--- config.mk ---
export PLATFORM = sky130hd
export DESIGN_NAME = php_regs
export DESIGN_NICKNAME = d
export VERILOG_FILES = /design/src/inc/php_pkg.sv /design/src/hw/php_regs.sv
export SDC_FILE = /design/constraint.sdc
export NUM_CORES = 1
export LEC_CHECK = 0
export ABC_CLOCK_PERIOD_IN_PS = 5500
export BUFFER_PORTS_ARGS = -buffer_cell sky130_fd_sc_hd__buf_4
export CAP_MARGIN = 20
export CORE_MARGIN = 2
export CORE_UTILIZATION = 40
export DETAILED_ROUTE_END_ITERATION = 10
export PLACE_DENSITY_LB_ADDON = 0.08
export SETUP_SLACK_MARGIN = 0.4
export SYNTH_ARGS = -nofsm -noshare
export SYNTH_HDL_FRONTEND = slang
export SYNTH_SLANG_ARGS = --single-unit
--- constraint.sdc ---
create_clock -name clock -period 5.5 [get_ports clock]
set_input_delay 0.55 -clock clock [delete_from_list [all_inputs] [get_ports clock]]
set_output_delay 0.55 -clock clock [all_outputs]
set_load 0.005 [all_outputs]
--- src/inc/php_pkg.sv ---
// Constants for the per-port high-power register group of a four-port PSE controller.
// Assumes a register access port run by the serial interface logic on the same clock.
package php_pkg;

  localparam int PORT_COUNT = 4;

  // Register offsets, one entry per port, port 1 in entry 0.
  localparam logic [3:0][7:0] OVC_CFG_OFFSET = {8'h56, 8'h51, 8'h4c, 8'h47};
  localparam logic [3:0][7:0] LIM_CFG_OFFSET = {8'h57, 8'h52, 8'h4d, 8'h48};
  localparam logic [3:0][7:0] PORT1_HIGH_POWER_STATUS_OFFSET = {8'h58, 8'h53, 8'h4e, 8'h49};

  // Overcurrent configuration fields.
  localparam int SENSE_SCALE_BIT = 7;
  localparam int OVC_RANGE_BIT = 6;
  localparam int OVC_FIELD_MSB = 5;

  // Current-limit configuration fields.
  localparam int LIM_SELECT_BIT = 6;

  // High-power status fields.
  localparam int FAULT_FLAG_BIT = 1;
  localparam int CLASS_DONE_BIT = 0;

  // Values after reset.
  localparam logic [7:0] OVC_RESET_AUTO = 8'hd4;
  localparam logic [7:0] OVC_RESET_MANUAL = 8'h14;
  localparam logic [7:0] LIM_RESET = 8'h80;
  localparam logic [7:0] PORT1_HIGH_POWER_STATUS_RESET = 8'h00;

  // Overcurrent step in microamps: one unit of the threshold output.
  localparam int OVC_STEP_FINE_UA = 18750;
  localparam int OVC_STEP_COARSE_UA = 37500;

  // Kinds of register hit by an address.
  typedef enum logic [1:0] {PHP_NONE, PHP_OVC, PHP_LIM, PHP_STATUS} php_kind_t;

  // Decodes an address against the registers of one port.
  function automatic php_kind_t php_decode(input logic [7:0] addr, input int port);
    php_kind_t kind;
    kind = PHP_NONE;
    if (addr == OVC_CFG_OFFSET[port]) begin
      kind = PHP_OVC;
    end else if (addr == LIM_CFG_OFFSET[port]) begin
      kind = PHP_LIM;
    end else if (addr == PORT1_HIGH_POWER_STATUS_OFFSET[port]) begin
      kind = PHP_STATUS;
    end
    return kind;
  endfunction

endpackage

--- src/hw/php_regs.sv ---
// Per-port overcurrent, current-limit and high-power status registers for four PSE ports.
// Assumes the serial interface logic drives the register port on this clock, and that
// the analog port monitors drive their flags asynchronously to it.
`timescale 1ns/1ps
`default_nettype none

module php_regs
  import php_pkg::*;
(
  input wire logic clock,
  input wire logic reset,
  input wire logic clock_enable,
  input wire logic auto_mode,
  input wire logic [7:0] reg_addr,
  input wire logic reg_write,
  input wire logic [7:0] reg_write_data,
  input wire logic reg_read,
  output logic [7:0] reg_read_data,
  input wire logic [3:0] port_powered,
  input wire logic [3:0] port_in_current_limit,
  input wire logic [3:0] port_output_above_2v,
  input wire logic [3:0] port_two_event_class_ok,
  input wire logic [3:0] port_class5,
  output logic [3:0][5:0] overcurrent_threshold_field,
  output logic [3:0] overcurrent_range_select,
  output logic [3:0] sense_scale_select,
  output logic [3:0][7:0] overcurrent_units,
  output logic [3:0] current_limit_select
);

  logic [3:0][7:0] ovc_cfg;
  logic [3:0] lim_sel;
  logic [3:0] fault_flag;
  logic [3:0] class_done_flag;
  logic [15:0] sync_a;
  logic [15:0] sync_b;
  logic [15:0] sync_c;
  logic [15:0] monitor;
  logic [3:0] class_ok_prev;
  logic [3:0] fault_cond;
  logic [3:0] class_event;
  logic [3:0][1:0] status_bits;

  // Monitor flags cross three stages; a bit changes once the last two stages agree.
  always_ff @(posedge clock) begin
    if (reset) begin
      sync_a <= 16'h0000;
      sync_b <= 16'h0000;
      sync_c <= 16'h0000;
      monitor <= 16'h0000;
    end else if (clock_enable) begin
      sync_a <= {port_two_event_class_ok, port_output_above_2v, port_in_current_limit,
                 port_powered};
      sync_b <= sync_a;
      sync_c <= sync_b;
      for (int i = 0; i < 16; i++) begin
        if (sync_b[i] == sync_c[i]) begin
          monitor[i] <= sync_c[i];
        end
      end
    end
  end

  always_ff @(posedge clock) begin
    if (reset) begin
      class_ok_prev <= 4'h0;
    end else if (clock_enable) begin
      class_ok_prev <= monitor[15:12];
    end
  end

  assign fault_cond = monitor[3:0] & ~monitor[7:4] & monitor[11:8];
  assign class_event = monitor[15:12] & ~class_ok_prev;

  // Overcurrent configuration, loaded from the operating-mode strap at reset.
  always_ff @(posedge clock) begin
    if (reset) begin
      for (int p = 0; p < PORT_COUNT; p++) begin
        ovc_cfg[p] <= auto_mode ? OVC_RESET_AUTO : OVC_RESET_MANUAL;
      end
    end else if (clock_enable && reg_write) begin
      for (int p = 0; p < PORT_COUNT; p++) begin
        if (php_decode(reg_addr, p) == PHP_OVC) begin
          ovc_cfg[p] <= reg_write_data;
        end
      end
    end
  end

  // Only the selection bit of the current-limit register is stored.
  always_ff @(posedge clock) begin
    if (reset) begin
      for (int p = 0; p < PORT_COUNT; p++) begin
        lim_sel[p] <= LIM_RESET[LIM_SELECT_BIT];
      end
    end else if (clock_enable && reg_write) begin
      for (int p = 0; p < PORT_COUNT; p++) begin
        if (php_decode(reg_addr, p) == PHP_LIM) begin
          lim_sel[p] <= reg_write_data[LIM_SELECT_BIT];
        end
      end
    end
  end

  // Sticky flags: a write of zero clears, and a set in the same cycle wins.
  always_ff @(posedge clock) begin
    if (reset) begin
      fault_flag <= PORT1_HIGH_POWER_STATUS_RESET[3:0];
      class_done_flag <= PORT1_HIGH_POWER_STATUS_RESET[3:0];
    end else if (clock_enable) begin
      for (int p = 0; p < PORT_COUNT; p++) begin
        if (fault_cond[p]) begin
          fault_flag[p] <= 1'b1;
        end else if (reg_write && php_decode(reg_addr, p) == PHP_STATUS
                     && !reg_write_data[FAULT_FLAG_BIT]) begin
          fault_flag[p] <= 1'b0;
        end
        if (class_event[p]) begin
          class_done_flag[p] <= 1'b1;
        end else if (reg_write && php_decode(reg_addr, p) == PHP_STATUS
                     && !reg_write_data[CLASS_DONE_BIT]) begin
          class_done_flag[p] <= 1'b0;
        end
      end
    end
  end

  always_comb begin
    for (int p = 0; p < PORT_COUNT; p++) begin
      status_bits[p] = {fault_flag[p], class_done_flag[p]};
    end
  end

  // Read data is registered; unmapped addresses read as zero.
  always_ff @(posedge clock) begin
    if (reset) begin
      reg_read_data <= 8'h00;
    end else if (clock_enable && reg_read) begin
      reg_read_data <= 8'h00;
      for (int p = 0; p < PORT_COUNT; p++) begin
        case (php_decode(reg_addr, p))
          PHP_OVC: reg_read_data <= ovc_cfg[p];
          PHP_LIM: reg_read_data <= {1'b1, lim_sel[p], 6'b00_0000};
          PHP_STATUS: reg_read_data <= {6'b00_0000, status_bits[p]};
          default: ;
        endcase
      end
    end
  end

  // overcurrent_units in 18.75mA units: coarse range and class 5 each double the field.
  always_ff @(posedge clock) begin
    if (reset) begin
      overcurrent_threshold_field <= '0;
      overcurrent_range_select <= 4'h0;
      sense_scale_select <= 4'h0;
      overcurrent_units <= '0;
      current_limit_select <= 4'h0;
    end else if (clock_enable) begin
      for (int p = 0; p < PORT_COUNT; p++) begin
        overcurrent_threshold_field[p] <= ovc_cfg[p][OVC_FIELD_MSB:0];
        overcurrent_range_select[p] <= ovc_cfg[p][OVC_RANGE_BIT];
        sense_scale_select[p] <= ovc_cfg[p][SENSE_SCALE_BIT];
        // Each doubling adds one to the shift, so both together multiply by four.
        overcurrent_units[p] <= {2'b00, ovc_cfg[p][OVC_FIELD_MSB:0]}
            << (2'(port_class5[p]) + 2'(!ovc_cfg[p][OVC_RANGE_BIT]));
        current_limit_select[p] <= lim_sel[p];
      end
    end
  end

  for (genvar g = 0; g < 4; g++) begin : g_check
    AST_STATUS_CLEAR: assert property (@(posedge clock) $fell(reset) |->
        !fault_flag[g] && !class_done_flag[g])
      else $error("status not clear after reset");
    AST_FAULT_SET: assert property (@(posedge clock) disable iff (reset)
        clock_enable && fault_cond[g] |=> fault_flag[g])
      else $error("fault flag not set");
    AST_CLASS_SET: assert property (@(posedge clock) disable iff (reset)
        clock_enable && class_event[g] |=> class_done_flag[g])
      else $error("class done flag not set");
    AST_RANGE_DOUBLE: assert property (@(posedge clock) disable iff (reset)
        !reset && clock_enable && !ovc_cfg[g][OVC_RANGE_BIT] && !port_class5[g] ##1 clock_enable
        |-> overcurrent_units[g] == {1'b0, $past(ovc_cfg[g][5:0]), 1'b0})
      else $error("coarse range not doubled");
    AST_FIELD_OUT: assert property (@(posedge clock) disable iff (reset)
        !reset && clock_enable
        |=> overcurrent_threshold_field[g] == $past(ovc_cfg[g][5:0]))
      else $error("threshold field mismatch");
    AST_LIMIT_OUT: assert property (@(posedge clock) disable iff (reset)
        clock_enable && reg_write && php_decode(reg_addr, g) == PHP_LIM ##1 clock_enable
        |=> current_limit_select[g] == $past(reg_write_data[6], 2))
      else $error("limit select not taken");
    AST_CLASS5_UNITS: assert property (@(posedge clock) disable iff (reset)
        !reset && clock_enable && port_class5[g] && ovc_cfg[g][OVC_RANGE_BIT]
        |=> overcurrent_units[g] == {1'b0, $past(ovc_cfg[g][5:0]), 1'b0})
      else $error("class 5 not doubled");
    AST_OVC_RESET: assert property (@(posedge clock) $fell(reset) |->
        ovc_cfg[g] == ($past(auto_mode) ? OVC_RESET_AUTO : OVC_RESET_MANUAL))
      else $error("overcurrent reset value wrong");
    AST_FLAG_HOLD: assert property (@(posedge clock) disable iff (reset)
        fault_flag[g] && !(reg_write && php_decode(reg_addr, g) == PHP_STATUS)
        |=> fault_flag[g])
      else $error("fault flag dropped");
  end

  AST_LIM_READ: assert property (@(posedge clock) disable iff (reset)
      clock_enable && reg_read && php_decode(reg_addr, 0) == PHP_LIM
      |=> reg_read_data[7] && reg_read_data[5:0] == 6'h00)
    else $error("hardwired limit bits wrong");

  COV_FAULT: cover property (@(posedge clock) disable iff (reset) fault_cond[1] ##1 fault_flag[1]);
  COV_CLASS: cover property (@(posedge clock) disable iff (reset) class_event[0]);
  COV_CLEAR: cover property (@(posedge clock) disable iff (reset) class_done_flag[0] ##1
      !class_done_flag[0]);

endmodule

`default_nettype wire

==> flow_summary.yaml <==
status:
  status: "complete, no violations"
job:
  maxCapViolations: 0
setup_path:
  worstPathCellList: "buf_4, nor4bb_1, nand2_1, o31ai_1, buf_2"
  crit_path_end: "ovc_cfg[19]"
  cp-end-kind: "register"
  regToRegStartpoint: "ovc_cfg[14]"
  critPathKind: "in -> reg"
  crit_arrival_ns: 2.72
  cpMaxStageDelayCell: "nor4bb_1"
  critPathTopFamily: "simple AND/OR/NAND/NOR gates"
  cpPeakStageDelay_ns: 0.78
  rr_worst_depth: 5
  worstPathRequired_ns: 5.62
  crit_fanout: 8
  path_depth: 5
  crit_buf_inv: 2
  critPathLaunchType: "input port"
  r2r-end: "overcurrent_units[12]"
  startpoint: "reg_addr[5]"
  r2r_slack_ns: 3.48
sta:
  final-hold-violation-count: 0
  layout_min_cycle_time_ns: 2.597
  hold_slack_ns: 0.3682
  relSlewSlack_pct: 38.87
  worst_pin_slew_ns: 0.9046
  fmax_mhz: 385.0
  finalSetupTns_ns: 0
  setup_viol: 0
  drv_slew: 0
  rsz0062_at_grt: "no"
  finClkSkew_ns: 0.01362
  fin_crit_sh_pct: 47.22
logic_synthesis:
  synth-simple-area-share_pct: 15.07
  synth.cell_area_um2: 7814
  yosysSeqAreaShare_pct: 52.27
  synth_top_family_by_area: "multiplexers"
  synth_edf_count: 32
  synthMuxAreaShare_pct: 16.17
  ys_ff_latch: 188
  syn_avg_cell_area_um2: 9.916
  synth_compound_area_share_pct: 12.35
  synth_nets: 834
  synth-xor-area-share_pct: 0.1121
  ys_warn_count: 0
  netlist_instances: 788
  ys.flop_type: "dfxtp_1"
  yosysUniqueCellTypes: 54
  synth-adder-area-share_pct: 0.6405
  async_reset_ff_share_pct: 0
place:
  gp_congestion: 0.8478
  hpwl_um: 14500
  port_buffers: 117
grt:
  grt.total_usage_pct: 20.48
  grt.overflow.total: 0
  antenna_found_initial: 0
  grt_max_degree: 161
  grt_pass1_vias: 5653
  grt_pass1_wl_um: 32060
clocking:
  cts.path.max_buffers: 2
  htree_levels: 4
  cts_buffers: 17
  clk_latency_ns: 0.42
  cts_root_buf: "clkbuf_16"
  cts_setup_buffers: 0
  numClockSinks: 188
  cts_hold_buf: 0
  cts.repair.resized: 0
  cts_tree: "done"
  path_clk_slew_ns: 0.07
cells_and_area:
  nets: 919
  syn_to_final_growth_pct: 20.69
  drive_gt1_share_pct: 18.74
  fill_cells: 1840
  diodes: 0
floorplan:
  design.core.area_um2: 19330
  fp.dieW_um: 143.8
  ios: 118
  rows: 51
  dieHeight_um: 143.8
  start_util_pct: 40.41
  dieArea_um2: 20670
pwr:
  cellPowerDensity_nw_per_um2: 326.2
  p_leak_nw: 3.871
  ir_drop_uv: 227.4
  power.total_mw: 3.076
routing:
  wl_per_cell_um: 18.32
  wl_um: 21090
  num_vias: 6152
  dr.first_iter.drc_count: 335
  final_antenna_net_count: 0
  firstDrtPassIters: 5
  drc: 0
  via_per_inst: 5.345
worst_hold_path:
  hold_class: "in -> reg"
-- flip-flops by register name (all words and copies together) (netlist names), 8 cells and up --
register	flops
monitor	16
ovc_cfg	32
overcurrent_threshold_field	24
overcurrent_units	32
reg_read_data	8
sync_a	16
sync_b	16
sync_c	16
-- kinds of logic after synthesis --
group,after synthesis
flops,188
compound gates,163
fa+ha+maj,4
mux,122
xor+xnor,1
simple gates,242
buf+inv,68
-- cell usage in the layout (no fill, tap or decap), types with 6 or more instances in the layout --
cell,instances
nor3_1,7
buf_4,120
nand3_1,9
nor2b_1,7
clkbuf_16,18
a21oi_1,65
edfxtp_1,32
dfxtp_1,156
and2_1,16
o211ai_1,8
nor2_1,124
nand2_1,35
inv_1,10
mux2i_1,115
nand4_1,6
o21ai_0,50
-- Yosys cell counts, types with 5 or more instances --
cell,count,area share [%]
a21oi_1,65,4.2
and2_1,16,1.3
buf_1,7,0.34
buf_2,8,0.51
clkbuf_1,42,2.0
dfxtp_1,156,40
edfxtp_1,32,12
inv_1,10,0.48
mux2i_1,115,15
nand2_1,35,1.7
nand3_1,9,0.58
nand3b_1,5,0.48
nand4_1,6,0.48
nand4b_1,5,0.56
nor2_1,124,6.0
nor2b_1,7,0.56
nor3_1,7,0.45
o211ai_1,8,0.77
o21ai_0,50,3.2
o41ai_1,5,0.56
-- worst min-delay path by stage --
stage | endpoint | slack, ns | startpoint | cells after the start
detailed placement | overcurrent_units[15] | 0.46 | overcurrent_units[15] | 2
finish | sync_a[2] | 0.37 | port_powered[2] | 3
CTS | sync_a[1] | 0.35 | port_powered[1] | 3
floorplan | monitor[0] | 0.44 | sync_c[0] | 2
global route | sync_a[10] | 0.35 | port_output_above_2v[2] | 3
global placement | monitor[0] | 0.45 | sync_c[0] | 2
-- routing by layer --
metal | vias up | routed length, um | track usage, %
met5 | - | 0 | 0
met4 | 0 | 551 | 8.153
met3 | 27 | 920 | 3.632
met2 | 159 | 9883 | 32.41
met1 | 2983 | 9731 | 27.82
li1 | 2983 | - | -
-- worst register-to-register path, stage by stage (launching register included) --
cell      delay (ns)
edfxtp_1        0.53
inv_1           0.08
ha_1            0.50
mux4_2          0.55
mux2i_1         0.16
nor2_1          0.05
-- layout make-up --
cell class / count / area [um2] / share of cell area, %
flip-flops and latches: 188 / 4084 / 43.31
multi-input cells: 532 / 3465 / 36.74
repair buffers: 123 / 937.1 / 9.938
clock buffers: 22 / 495.5 / 5.254
well taps: 265 / 331.6 / 3.516
clock inverters: 10 / 76.32 / 0.8093
inverters: 11 / 41.29 / 0.4378
-- through the flow --
step	std cells	cell area (um2)	setup slack [ns]	utilization, %
final	1151	9430	2.903	48.77
after CTS	1151	9430	2.968	48.77
after global routing	1151	9430	2.791	48.77
after global placement	1118	8853	2.305	45.79
after floorplan	788	7814	2.926	-
after detailed placement	1119	8859	2.523	45.82
-- report_power, final --
part | internal, mW | total [mW] | leakage [nW] | switching (mW)
registers | 1.47 | 1.55 | 1.59 | 0.0724
clock network | 0.649 | 1.19 | 0.283 | 0.539
logic | 0.165 | 0.343 | 2.00 | 0.178
total | 2.29 | 3.08 | 3.87 | 0.790
(Power assumes the default switching activity.)
